$ cat config.mk
export PLATFORM = sky130hd
export DESIGN_NAME = irq_and_reset_vectoring
export DESIGN_NICKNAME = d
export VERILOG_FILES = /design/src/irq_vec_pkg.sv /design/src/irq_and_reset_vectoring.sv
export SDC_FILE = /design/constraint.sdc
export NUM_CORES = 1
export LEC_CHECK = 0
export BUFFER_PORTS_ARGS = -buffer_cell sky130_fd_sc_hd__buf_2
export CORE_UTILIZATION = 24
export CTS_CLUSTER_DIAMETER = 40
export DETAILED_ROUTE_END_ITERATION = 7
export PLACE_DENSITY_LB_ADDON = 0.3
export SETUP_SLACK_MARGIN = 0.3
export SLEW_MARGIN = 20
export SYNTH_ARGS = -nofsm -noshare
export SYNTH_HDL_FRONTEND = slang
export SYNTH_SLANG_ARGS = --single-unit
$ cat constraint.sdc
create_clock -name aclk -period 5.37 [get_ports aclk]
set_clock_uncertainty 0.2 [all_clocks]
set_input_delay 0.537 -clock aclk [delete_from_list [all_inputs] [get_ports aclk]]
set_output_delay 0.537 -clock aclk [all_outputs]
set_load 0.05 [all_outputs]
$ cat src/irq_vec_pkg.sv
package irq_vec_pkg;
	localparam int          DATA_W        = 32;
	localparam int          PC_W          = 13;
	localparam int          NSRC          = 7;
	localparam int          STK_D         = 8;
	localparam logic [PC_W-1:0] RESET_VEC = 13'h0000;
	localparam logic [PC_W-1:0] IRQ_VEC   = 13'h0004;
	localparam logic [PC_W-1:0] PC_ONE    = 13'h0001;
	// register byte offsets
	localparam logic [7:0] OFS_CTRL     = 8'h00;
	localparam logic [7:0] OFS_PFLAG1   = 8'h04;
	localparam logic [7:0] OFS_PFLAG2   = 8'h08;
	localparam logic [7:0] OFS_PEN1     = 8'h0c;
	localparam logic [7:0] OFS_PEN2     = 8'h10;
	localparam logic [7:0] OFS_STATUS   = 8'h14;
	localparam logic [7:0] OFS_PWR      = 8'h18;
	localparam logic [7:0] OFS_PC       = 8'h1c;
	localparam logic [7:0] OFS_CMD      = 8'h20;
	localparam logic [7:0] OFS_EVT_STAT = 8'h24;
	localparam logic [7:0] OFS_EVT_EN   = 8'h28;
	localparam logic [7:0] OFS_EVT_CLR  = 8'h2c;
	// irq_control_reg bit positions
	localparam int B_EXT_F  = 1;
	localparam int B_CHG_F  = 0;
	localparam int B_TMR_F  = 2;
	localparam int B_EXT_E  = 4;
	localparam int B_CHG_E  = 3;
	localparam int B_TMR_E  = 5;
	localparam int B_PER_E  = 6;
	localparam int B_GIE    = 7;
	// peripheral flag widths: three control sources plus four peripheral ones make seven
	localparam int PF1_W = 3;
	localparam int PF2_W = 1;
	// status bits
	localparam int B_TO  = 4;
	localparam int B_PD  = 3;
	localparam logic [7:0] STATUS_POR = 8'h18;
	localparam logic [7:0] STATUS_TOP_MASK = 8'h1f;
	// power control bits
	localparam int B_BOR = 0;
	localparam int B_POR = 1;
	// cmd register bits
	localparam int C_RETURN = 0;
	localparam int C_SLEEP  = 1;
	localparam int C_BOR    = 2;
	localparam int C_WDT    = 3;
	// latency in clock cycles before the vector is taken
	localparam int LAT_CYC = 3;
	// event bits
	localparam int E_VEC = 0;
	localparam int E_WAKE = 1;
	localparam int E_RST = 2;
	localparam int EVT_W = 3;
	typedef enum logic [2:0] {
		ST_RUN   = 3'b001,
		ST_SLEEP = 3'b010,
		ST_WAIT  = 3'b100
	} core_st_t;
endpackage

$ cat src/irq_and_reset_vectoring.sv
`timescale 1ns/1ps
module irq_and_reset_vectoring import irq_vec_pkg::*; (
	input  wire logic               aclk,
	input  wire logic               aresetn,
	input  wire logic               por_n,
	input  wire logic               master_clear_pin_n,
	input  wire logic               brownout_enable_cfg,
	input  wire logic               ext_irq_pin,
	input  wire logic               port_change_evt,
	input  wire logic               timer0_ovf_evt,
	input  wire logic [PF1_W-1:0]   periph_evt1,
	input  wire logic [PF2_W-1:0]   periph_evt2,
	input  wire logic [PC_W-1:0]    pc_in,
	input  wire logic [31:0]        s_axi_awaddr,
	input  wire logic               s_axi_awvalid,
	output logic                    s_axi_awready,
	input  wire logic [31:0]        s_axi_wdata,
	input  wire logic [3:0]         s_axi_wstrb,
	input  wire logic               s_axi_wvalid,
	output logic                    s_axi_wready,
	output logic [1:0]              s_axi_bresp,
	output logic                    s_axi_bvalid,
	input  wire logic               s_axi_bready,
	input  wire logic [31:0]        s_axi_araddr,
	input  wire logic               s_axi_arvalid,
	output logic                    s_axi_arready,
	output logic [31:0]             s_axi_rdata,
	output logic [1:0]              s_axi_rresp,
	output logic                    s_axi_rvalid,
	input  wire logic               s_axi_rready,
	output logic                    pc_load,
	output logic [PC_W-1:0]         pc_out,
	output logic                    sleeping,
	output logic                    irq
);
	// pin synchronisers
	logic [1:0] ext_s, master_clear_pin_s, por_s;
	logic       ext_d;
	always_ff @(posedge aclk) begin
		ext_s  <= {ext_s[0], ext_irq_pin};
		master_clear_pin_s <= {master_clear_pin_s[0], master_clear_pin_n};
		por_s  <= {por_s[0], por_n};
		ext_d  <= ext_s[1];
	end
	wire ext_rise = ext_s[1] & ~ext_d;
	wire master_clear_pin_low = ~master_clear_pin_s[1];
	wire por_low  = ~por_s[1] | ~aresetn;

	logic [7:0]         ctrl;
	logic [PF1_W-1:0]   pflag1, pen1;
	logic [PF2_W-1:0]   pflag2, pen2;
	logic [7:0]         status;
	logic [1:0]         pwr;
	logic [PC_W-1:0]    stack [STK_D];
	logic [2:0]         sp;
	logic [1:0]         lat_cnt;
	logic               rst_q;
	logic [EVT_W-1:0]   evt_stat, evt_en;
	core_st_t           st;

	// bus decode
	logic       aw_got, w_got, ar_pend;
	logic [7:0] aw_ofs;
	logic [31:0] wd;
	wire        do_wr = aw_got & w_got & ~s_axi_bvalid;
	wire        wr_ctrl = do_wr & (aw_ofs == OFS_CTRL);
	wire        wr_pf1  = do_wr & (aw_ofs == OFS_PFLAG1);
	wire        wr_pf2  = do_wr & (aw_ofs == OFS_PFLAG2);
	wire        wr_pe1  = do_wr & (aw_ofs == OFS_PEN1);
	wire        wr_pe2  = do_wr & (aw_ofs == OFS_PEN2);
	wire        wr_stat = do_wr & (aw_ofs == OFS_STATUS);
	wire        wr_pwr  = do_wr & (aw_ofs == OFS_PWR);
	wire        wr_cmd  = do_wr & (aw_ofs == OFS_CMD);
	wire        wr_een  = do_wr & (aw_ofs == OFS_EVT_EN);
	wire        wr_eclr = do_wr & (aw_ofs == OFS_EVT_CLR);
	wire        wr_map  = wr_ctrl | wr_pf1 | wr_pf2 | wr_pe1 | wr_pe2 | wr_stat | wr_pwr | wr_cmd
	                    | wr_een | wr_eclr;

	wire cmd_return = wr_cmd & wd[C_RETURN];
	wire cmd_sleep  = wr_cmd & wd[C_SLEEP];
	wire cmd_bor    = wr_cmd & wd[C_BOR];
	wire cmd_wdt    = wr_cmd & wd[C_WDT];

	wire [PF1_W-1:0] pev1 = periph_evt1;
	wire [PF2_W-1:0] pev2 = periph_evt2;
	wire [PF1_W-1:0] pact1 = pflag1 & pen1;
	wire [PF2_W-1:0] pact2 = pflag2 & pen2;
	wire per_act = (|pact1 | |pact2) & ctrl[B_PER_E];
	wire src_act = (ctrl[B_EXT_F] & ctrl[B_EXT_E]) | (ctrl[B_CHG_F] & ctrl[B_CHG_E])
	             | (ctrl[B_TMR_F] & ctrl[B_TMR_E]) | per_act;
	wire take_irq  = src_act & ctrl[B_GIE] & (st == ST_RUN);
	wire lat_done  = (lat_cnt == 2'(LAT_CYC - 1));
	wire do_vec    = take_irq & lat_done;
	// wake with enable vectors, else pc+1
	wire do_wake   = (st == ST_SLEEP) & src_act;
	wire wake_vec  = do_wake & ctrl[B_GIE];
	wire master_clear_pin_sleep = master_clear_pin_low & (st == ST_SLEEP);
	wire any_reset = por_low | master_clear_pin_low | cmd_bor | cmd_wdt;

	wire [7:0] ctrl_w = wr_ctrl ? wd[7:0] : ctrl;
	logic [7:0] next_ctrl;
	always_comb begin
		next_ctrl = ctrl_w;
		next_ctrl[B_EXT_F] = ctrl_w[B_EXT_F] | ext_rise;
		next_ctrl[B_CHG_F] = ctrl_w[B_CHG_F] | port_change_evt;
		next_ctrl[B_TMR_F] = ctrl_w[B_TMR_F] | timer0_ovf_evt;
		if (do_vec | wake_vec)
			next_ctrl[B_GIE] = 1'b0;
		else if (cmd_return)
			next_ctrl[B_GIE] = 1'b1;
	end

	always_ff @(posedge aclk) begin
		// reset clears enable; wake keeps flags
		if (por_low) begin
			ctrl   <= 8'h00;
			pflag1 <= '0;
			pflag2 <= '0;
			pen1   <= '0;
			pen2   <= '0;
		end else if (master_clear_pin_low | cmd_bor | cmd_wdt) begin
			ctrl   <= {1'b0, 6'h00, ctrl[B_CHG_F]};
			pflag1 <= '0;
			pflag2 <= '0;
			pen1   <= '0;
			pen2   <= '0;
		end else begin
			ctrl   <= next_ctrl;
			pflag1 <= (wr_pf1 ? wd[PF1_W-1:0] : pflag1) | pev1;
			pflag2 <= (wr_pf2 ? wd[PF2_W-1:0] : pflag2) | pev2;
			if (wr_pe1)
				pen1 <= wd[PF1_W-1:0];
			if (wr_pe2)
				pen2 <= wd[PF2_W-1:0];
		end
	end

	// status and power control
	always_ff @(posedge aclk) begin
		if (por_low) begin
			status   <= STATUS_POR;
			pwr[B_POR] <= 1'b0;
			pwr[B_BOR] <= brownout_enable_cfg;
		end else if (master_clear_pin_sleep) begin
			status <= {3'b000, 1'b1, 1'b0, status[2:0]};
		end else if (master_clear_pin_low) begin
			status <= status & STATUS_TOP_MASK;
		end else if (cmd_wdt) begin
			status <= {3'b000, 1'b0, 1'b1, status[2:0]};
		end else if (cmd_bor) begin
			status <= {3'b000, 1'b1, 1'b1, status[2:0]};
			pwr[B_BOR] <= 1'b0;
		end else if (do_wake) begin
			status[B_TO] <= 1'b1;
			status[B_PD] <= 1'b0;
		end else if (cmd_sleep) begin
			status[B_TO] <= 1'b1;
			status[B_PD] <= 1'b0;
		end else begin
			if (wr_stat)
				status <= wd[7:0];
			if (wr_pwr)
				pwr <= wd[1:0];
		end
	end

	// core state, latency and program counter
	always_ff @(posedge aclk) begin
		// one load as a reset ends, however long the reset was held
		rst_q   <= any_reset;
		pc_load <= rst_q & ~any_reset;
		if (any_reset) begin
			st       <= ST_RUN;
			sleeping <= 1'b0;
			sp       <= 3'h0;
			lat_cnt  <= 2'h0;
			pc_out   <= RESET_VEC;
		end else begin
			lat_cnt <= (take_irq & ~lat_done) ? lat_cnt + 2'h1 : 2'h0;
			case (st)
				ST_RUN: begin
					if (do_vec) begin
						stack[sp] <= pc_in;
						sp        <= sp + 3'h1;
						pc_load   <= 1'b1;
						pc_out    <= IRQ_VEC;
					end else if (cmd_return) begin
						sp      <= sp - 3'h1;
						pc_load <= 1'b1;
						pc_out  <= stack[sp - 3'h1];
					end else if (cmd_sleep) begin
						st       <= ST_SLEEP;
						sleeping <= 1'b1;
					end
				end
				ST_SLEEP: begin
					if (do_wake) begin
						st       <= ST_RUN;
						sleeping <= 1'b0;
						pc_load  <= 1'b1;
						if (wake_vec) begin
							stack[sp] <= pc_in + PC_ONE;
							sp        <= sp + 3'h1;
							pc_out    <= IRQ_VEC;
						end else
							pc_out <= pc_in + PC_ONE;
					end
				end
				default: begin
					st       <= ST_RUN;
					sleeping <= 1'b0;
				end
			endcase
		end
	end

	// event status, enable, clear
	wire [EVT_W-1:0] evt_set = {any_reset, do_wake, do_vec | wake_vec};
	always_ff @(posedge aclk) begin
		if (~aresetn) begin
			evt_stat <= '0;
			evt_en   <= '0;
			irq      <= 1'b0;
		end else begin
			// set wins over clear
			evt_stat <= (evt_stat & ~(wr_eclr ? wd[EVT_W-1:0] : '0)) | evt_set;
			if (wr_een)
				evt_en <= wd[EVT_W-1:0];
			irq <= |(evt_stat & evt_en);
		end
	end

	// axi write channel
	always_ff @(posedge aclk) begin
		if (~aresetn) begin
			aw_got        <= 1'b0;
			w_got         <= 1'b0;
			s_axi_awready <= 1'b0;
			s_axi_wready  <= 1'b0;
			s_axi_bvalid  <= 1'b0;
			s_axi_bresp   <= 2'h0;
			aw_ofs        <= 8'h00;
			wd            <= 32'h0;
		end else begin
			s_axi_awready <= ~aw_got & ~s_axi_awready & s_axi_awvalid;
			s_axi_wready  <= ~w_got & ~s_axi_wready & s_axi_wvalid;
			if (s_axi_awvalid & s_axi_awready) begin
				aw_got <= 1'b1;
				aw_ofs <= s_axi_awaddr[7:0];
			end
			if (s_axi_wvalid & s_axi_wready) begin
				w_got <= 1'b1;
				wd    <= s_axi_wdata;
			end
			if (do_wr) begin
				s_axi_bvalid <= 1'b1;
				s_axi_bresp  <= wr_map ? 2'h0 : 2'h2;
			end
			if (s_axi_bvalid & s_axi_bready) begin
				s_axi_bvalid <= 1'b0;
				aw_got       <= 1'b0;
				w_got        <= 1'b0;
			end
		end
	end

	// axi read channel
	logic [31:0] rd_mux;
	logic        rd_ok;
	always_comb begin
		rd_ok  = 1'b1;
		rd_mux = 32'h0;
		case (s_axi_araddr[7:0])
			OFS_CTRL:     rd_mux[7:0] = ctrl;
			OFS_PFLAG1:   rd_mux[PF1_W-1:0] = pflag1;
			OFS_PFLAG2:   rd_mux[PF2_W-1:0] = pflag2;
			OFS_PEN1:     rd_mux[PF1_W-1:0] = pen1;
			OFS_PEN2:     rd_mux[PF2_W-1:0] = pen2;
			OFS_STATUS:   rd_mux[7:0] = status;
			OFS_PWR:      rd_mux[1:0] = pwr;
			OFS_PC:       rd_mux[PC_W-1:0] = pc_out;
			OFS_CMD:      rd_mux[2:0] = st;
			OFS_EVT_STAT: rd_mux[EVT_W-1:0] = evt_stat;
			OFS_EVT_EN:   rd_mux[EVT_W-1:0] = evt_en;
			OFS_EVT_CLR:  rd_mux = 32'h0;
			default:      rd_ok = 1'b0;
		endcase
	end
	always_ff @(posedge aclk) begin
		if (~aresetn) begin
			s_axi_arready <= 1'b0;
			s_axi_rvalid  <= 1'b0;
			s_axi_rdata   <= 32'h0;
			s_axi_rresp   <= 2'h0;
			ar_pend       <= 1'b0;
		end else begin
			s_axi_arready <= ~ar_pend & ~s_axi_arready & s_axi_arvalid;
			if (s_axi_arvalid & s_axi_arready) begin
				ar_pend      <= 1'b1;
				s_axi_rvalid <= 1'b1;
				s_axi_rdata  <= rd_mux;
				s_axi_rresp  <= rd_ok ? 2'h0 : 2'h2;
			end
			if (s_axi_rvalid & s_axi_rready) begin
				s_axi_rvalid <= 1'b0;
				ar_pend      <= 1'b0;
			end
		end
	end
endmodule // irq_and_reset_vectoring

==> reports/metrics.yaml, run 1 <==
critPathLaunchType: "register"
p_per_area_mw_per_mm2: 364.6
cp-end-kind: "register"
grt_pass1_wl_um: 37400
place_inst: 1286
synthXorXnorAreaFrac_pct: 2.534
cts_resized: 0
rows: 70
io_pins: 187
hold_buffers: 3
synth-edff-count: 105
min_path_cells: 3
overflow: 0
worstPathRequired_ns: 5.55
die_area_mm2: 0.03821
die_h_um: 195.5
slew_violations: 0
synth-seq-area-share_pct: 57.15
vias: 6372
ys_ff_latch: 204
finalCritPeriodShare_pct: 68.35
maxCapViolCount: 0
clk_transition_reported_paths_ns: 0.06
numCtsBuffers: 34
first_iter_violations: 466
worst-setup-path-type: "register to register"
synthSimpleGateAreaFrac_pct: 12.77
wl_um: 24510
grt_max_degree: 38
layout_min_cycle_time_ns: 3.670
setup_tns_ns: 0
p_int_mw: 3.117
wl_per_cell_um: 18.11
cts_setup_buffers: 0
gp_congestion: 0.7891
fin_util_pct: 30.21
cp_max_fo: 28
dpl-instance-area_mm2: 0.009857
crit_arrival_ns: 3.85
rsz0062_at_grt: "no"
remaining_drc_errors: 0
synth_compound_area_share_pct: 10.35
viasPerCell: 4.710
cts_tree: "yes"
comb_power_share_pct: 3.9
irDropWorstVdd_mv: 0.1837
synth.cell_area_mm2: 0.008985
grt_pass1_vias: 6112
final_nets: 994
yosysTopAreaCell: "edfxtp_1"
timing.final.ws_setup_ns: 1.700
synth_fa_ha_area_share_pct: 0.8355
syn_area_per_cell_um2: 11.71
final_cell_area_mm2: 0.01109
ys_warn_count: 0
antenna_found_initial: 2
core-area_mm2: 0.03670
layout-drive-gt1-share_pct: 24.77
cp_common_cell: "nor2_1"
synth_top_area_share_pct: 35.09
power_mw: 4.042
path_delay_family: "XOR/XNOR gates"
hpwl_um: 16850
stdcell_count: 1353
start_util_pct: 24.48
switching_power_uw: 925.8
slowest_stage: "xor2_1"
htree_levels: 2
switching_share_pct: 22.90
ctsLongestPathBuffers: 3
dp_slack_ns: 1.605
setup_violations: 0
yosys-top-cells-area: "edfxtp_1 35%, dfxtp_1 22%, mux4_2 7.0%"
pwr-share-seq_pct: 41.3
grt_use_total_pct: 12.81
slew_headroom_pct: 27.34
outcome: "completed"
holdWs_ns: 0.08978
synthFlopType: "edfxtp_1"
clk_latency_ns: 0.50
worstPathCellList: "buf_4, inv_1, ha_1, xor2_1, mux4_2, nor2_1, nor2_1, a22oi_1, a21oi_1"
netlist_instances: 767
port_buffers: 89
drt_first_pass_iters: 5
area_growth_pct: 23.40
critical_path_depth: 9
hold_class: "primary input to register"
synthArstFlopShare_pct: 0
finalHoldViolCount: 0
cts_root_buf: "clkbuf_16"
path_buf_inv: 2
p_leak_nw: 3.877
timing.fmax_mhz: 272.5
synth_mux_area_share_pct: 11.67
die_w_um: 195.5
synth_top_family_by_area: "simple AND/OR/NAND/NOR gates"
worst-r2r-cell-count: 9
cpPeakStageDelay_ns: 0.78
rrSetupSlack_ns: 1.70
numClockSinks: 204
synth_cell_types: 62
tightest_slew_ns: 1.089
pwr-share-clk_pct: 54.8
ant_nets: 0
## final timing paths
kind                      startpoint                      end
setup / recovery  sp[0]$_SDFFE_PP0P_  pc_out[12]$_SDFFE_PP0P_
hold / removal       s_axi_awaddr[1]   aw_ofs[1]$_SDFFE_PN0P_
setup reg to reg  sp[0]$_SDFFE_PP0P_  pc_out[12]$_SDFFE_PP0P_
hold reg to reg     por_s[0]$_DFF_P_         por_s[1]$_DFF_P_
## placed cells by master (no fill, tap or decap), drive strengths merged, types with 3 or more instances in the layout
| master | netlist | layout |
|---|---|---|
| xnor2 | 12 | 12 |
| mux4 | 28 | 28 |
| nor4b | 7 | 7 |
| ha | 6 | 6 |
| dlygate4sd3 | 0 | 3 |
| buf | 41 | 98 |
| nor4 | 3 | 3 |
| and2 | 7 | 7 |
| clkbuf | 25 | 37 |
| edfxtp | 105 | 105 |
| dfxtp | 99 | 99 |
| nand2b | 5 | 5 |
| xor2 | 14 | 14 |
| and3 | 4 | 4 |
| clkinv | 0 | 8 |
| a2bb2oi | 5 | 5 |
| nand2 | 60 | 60 |
| nor2 | 53 | 53 |
| nand3 | 44 | 44 |
| mux2 | 14 | 14 |
| a222oi | 7 | 7 |
| bufinv | 0 | 4 |
| a32oi | 3 | 3 |
| nor3 | 14 | 14 |
| conb | 1 | 21 |
| nor2b | 9 | 9 |
| a21oi | 63 | 63 |
| o211ai | 3 | 3 |
| or4 | 3 | 3 |
| clkinvlp | 0 | 6 |
| nand4 | 9 | 9 |
| inv | 20 | 27 |
| mux2i | 26 | 26 |
| nor3b | 3 | 3 |
| a22oi | 16 | 16 |
| o21ai | 29 | 29 |
## cell usage after synthesis, types with 19 or more instances
cell / number
clkbuf_1: 25
nor2_1: 53
buf_4: 21
nand2_1: 60
a21oi_1: 63
nand3_1: 43
mux4_2: 28
o21ai_0: 20
dfxtp_1: 99
edfxtp_1: 105
inv_1: 19
mux2i_1: 26
## power groups by stage
stage          clock [mW]  sequential, mW  combinational, mW
2_1_floorplan           0            1.70              0.110
3_3_place_gp            0            1.70              0.155
3_5_place_dp            0            1.70              0.156
4_1_cts              2.27            1.67              0.159
5_1_grt              2.34            1.67              0.172
6_report             2.22            1.67              0.157
## tightest hold or removal path, cell delays in order
cell and delay [ns]:
buf_2 0.09, nand3_1 0.05, a21oi_1 0.05
## area by class of cell
| class | instances | area, µm² |
|---|---|---|
| diodes | 1 | 2.502 |
| multi-input cells | 497 | 3556 |
| clock buffers | 37 | 893.4 |
| flip-flops and latches | 204 | 5135 |
| fillers | 3684 | 25610 |
| repair buffers | 101 | 546.8 |
| clock inverters | 25 | 292.8 |
| inverters | 20 | 75.07 |
| well taps | 468 | 585.6 |
## sequential cells by signal (all words and copies together) (netlist names), 8 cells and up
| name | cells |
|---|---|
| ctrl | 8 |
| pc_out | 13 |
| status | 8 |
| wd | 8 |
| s_axi_rdata | 13 |
| aw_ofs | 8 |
| stack | 104 |
## cells by family (layout without fill, tap and decap cells)
family	Yosys count	in the layout
xor gates and xnor gates	26	26
other	1	22
adders and majority gates	6	6
AOI/OAI and AO/OA	148	148
and+or+nand+nor	228	228
DFF	204	204
buffers and inverters	86	183
muxes	68	68
## routing by layer
layer,track usage (%),up-vias,share of wire (%)
met5,0,-,0.069
met3,2.383,32,5.4
met1,17.55,3138,47
met4,3.295,2,1.4
met2,20.70,176,47
li1,-,3024,-
Note: power is estimated with default switching activity, not from simulation.
==> inputs of run 2 (changes only) <==
==> constraint.sdc (replaced) <==
create_clock -name aclk -period 3.46 [get_ports aclk]
set_clock_uncertainty 0.2 [all_clocks]
set_input_delay 0.346 -clock aclk [delete_from_list [all_inputs] [get_ports aclk]]
set_output_delay 0.346 -clock aclk [all_outputs]
set_load 0.05 [all_outputs]
==> reports/metrics.yaml, run 2 (synthesis results as in run 1) <==
ant_nets: 0  # unchanged
slew_headroom_pct: 46.40  # +19 points
drt_first_pass_iters: 6  # +1
wl_per_cell_um: 17.70  # -2.3%
irDropWorstVdd_mv: 0.3507  # +91%
outcome: "completed"
timing.fmax_mhz: 345.8  # +27%
r2r_end: "stack[5][9]$_DFFE_PP_"
hold_path.startpoint: "s_axi_araddr[7]"
area_growth_pct: 29.45
layout-drive-gt1-share_pct: 24.11  # -0.67 points
min_path_cells: 4  # +1
hpwl_um: 17380  # +3.2%
htree_levels: 1  # -1
cp-end-kind: "register"
setup_violations: 0  # unchanged
critPathLaunchType: "register"
p_per_area_mw_per_mm2: 522.2  # +43%
start_util_pct: 24.48  # unchanged
hold_end: "s_axi_rresp[1]$_SDFFE_PN0P_"
slew_violations: 0  # unchanged
rrSetupSlack_ns: 0.57  # -1.13 ns
core-area_mm2: 0.03670  # unchanged
vias: 6615  # +3.8%
ctsLongestPathBuffers: 3  # unchanged
worstPathRequired_ns: 3.54  # -2.01 ns
setup_tns_ns: 0  # unchanged
wl_um: 25090  # +2.4%
first_iter_violations: 488  # +4.7%
p_leak_nw: 4.139  # +6.7%
worst-r2r-cell-count: 6  # -3
largest_reg_flops: 104  # unchanged
cts_root_buf: "clkbuf_16"
tightest_slew_ns: 0.8011  # -0.2877 ns
crit_arrival_ns: 2.97  # -0.88 ns
die_w_um: 195.5  # unchanged
cts_tree: "yes"
port_buffers: 89  # unchanged
met1_usage_pct: 18.17  # +0.62 points
antenna_found_initial: 0  # -2
io_pins: 187  # unchanged
clk_transition_reported_paths_ns: 0.06  # about the same
numCtsBuffers: 30  # -12%
layout_min_cycle_time_ns: 2.892  # -0.7789 ns
grt_pass1_wl_um: 38920  # +4.1%
use_met2_pct: 21.27  # +0.57 points
numClockSinks: 204  # unchanged
gp_congestion: 0.8180  # +3.7%
worst-setup-path-type: "register to register"
r2r-start: "aw_ofs[3]$_SDFFE_PN0P_"
place_inst: 1308  # +1.7%
grt_use_total_pct: 13.16  # +0.35 points
cts_setup_buffers: 0  # unchanged
hold_class: "primary input to register"
finalCritPeriodShare_pct: 83.57  # +15 points
met3_usage_pct: 1.883  # -0.50 points
final_nets: 1062  # +6.8%
cpPeakStageDelay_ns: 0.51  # -0.27 ns
rsz0062_at_grt: "no"
overflow: 0  # unchanged
finalHoldViolCount: 0  # unchanged
worstPathCellList: "nor4_4, a41oi_1, and2_1, inv_1, or3_1, xnor2_1"
top_regs: "stack (104), pc_out (13), s_axi_rdata (13)"
clk_latency_ns: 0.56  # +0.06 ns
final_common_cell: "edfxtp_1"
viasPerCell: 4.665  # -0.95%
rows: 70  # unchanged
antenna_cells: 0  # -1
cp_max_fo: 8  # -71%
maxCapViolCount: 0  # unchanged
top_register: "stack"
stdcell_count: 1418  # +4.8%
die_area_mm2: 0.03821  # unchanged
layout_common_cells: "105 x edfxtp_1, 98 x dfxtp_1, 89 x buf_2"
slowest_stage: "dfxtp_1"
grt.busiest_layer: "met2"
grt_max_degree: 38  # unchanged
die_h_um: 195.5  # unchanged
grt_pass1_vias: 6561  # +7.3%
remaining_drc_errors: 0  # unchanged
-- run 2: worst max-delay path by stage --
stage | startpoint | endpoint | slack [ns] | cells after the start
floorplan | sp[0]$_SDFFE_PP0P_ | pc_out[3]$_SDFFE_PP0P_ | 0.43 | 10
global placement | aw_ofs[3]$_SDFFE_PN0P_ | stack[1][7]$_DFFE_PP_ | 0.57 | 8
detailed placement | aw_ofs[3]$_SDFFE_PN0P_ | stack[1][7]$_DFFE_PP_ | 0.58 | 8
CTS | aw_ofs[3]$_SDFFE_PN0P_ | stack[5][7]$_DFFE_PP_ | 0.56 | 8
global route | sleeping$_SDFFE_PP0P_ | stack[3][0]$_DFFE_PP_ | 0.31 | 9
finish | aw_ofs[3]$_SDFFE_PN0P_ | stack[5][9]$_DFFE_PP_ | 0.57 | 6
-- run 2: power by group --
part	switching, mW	internal, mW
clock network	1.24	1.96
registers	0.0239	2.56
logic	0.189	0.0990
total	1.45	4.62
-- run 2: worst max-delay path, delay by kind of cell (launching register included) --
family / cells / cell delay [ns]
DFF: 1 / 0.51
AOI/OAI and AO/OA: 1 / 0.48
xor gates and xnor gates: 1 / 0.49
buffers and inverters: 1 / 0.18
and+or+nand+nor: 3 / 0.75
-- run 2: timing repair --
action	CTS	global route
endpoints found under the hold margin	39	0
gates resized for setup	0	1
endpoints found under the setup margin	0	8
hold buffers	54	0
-- run 2: layout make-up --
cell class | count | area (µm²)
inverters | 20 | 75.07
fillers | 3673 | 25070
clock inverters | 24 | 319.1
multi-input cells | 497 | 3536
flip-flops and latches | 204 | 5136
well taps | 468 | 585.6
clock buffers | 32 | 768.2
repair buffers | 173 | 1211
-- run 2: through the flow --
step | hold slack (ns) | total power [mW] | setup slack, ns | area (µm²) | utilization [%]
after floorplan | 0.1096 | 2.811 | 0.4306 | 9070 | -
after global placement | 0.1187 | 2.883 | 0.5660 | 9996 | 27.24
after detailed placement | 0.1198 | 2.884 | 0.5811 | 9996 | 27.24
after CTS | 0.006477 | 6.130 | 0.5639 | 11620 | 31.67
after global routing | 0.05516 | 6.260 | 0.3073 | 11630 | 31.69
final | 0.02734 | 6.074 | 0.5685 | 11630 | 31.69
-- run 2: routing by layer --
layer  wire, µm  share of wire [%]  up-vias
met5          0                  0        -
met4        612                2.4        0
met3       1322                5.3       45
met2      11560                 46      213
met1      11600                 46     3196
li1           -                  -     3161
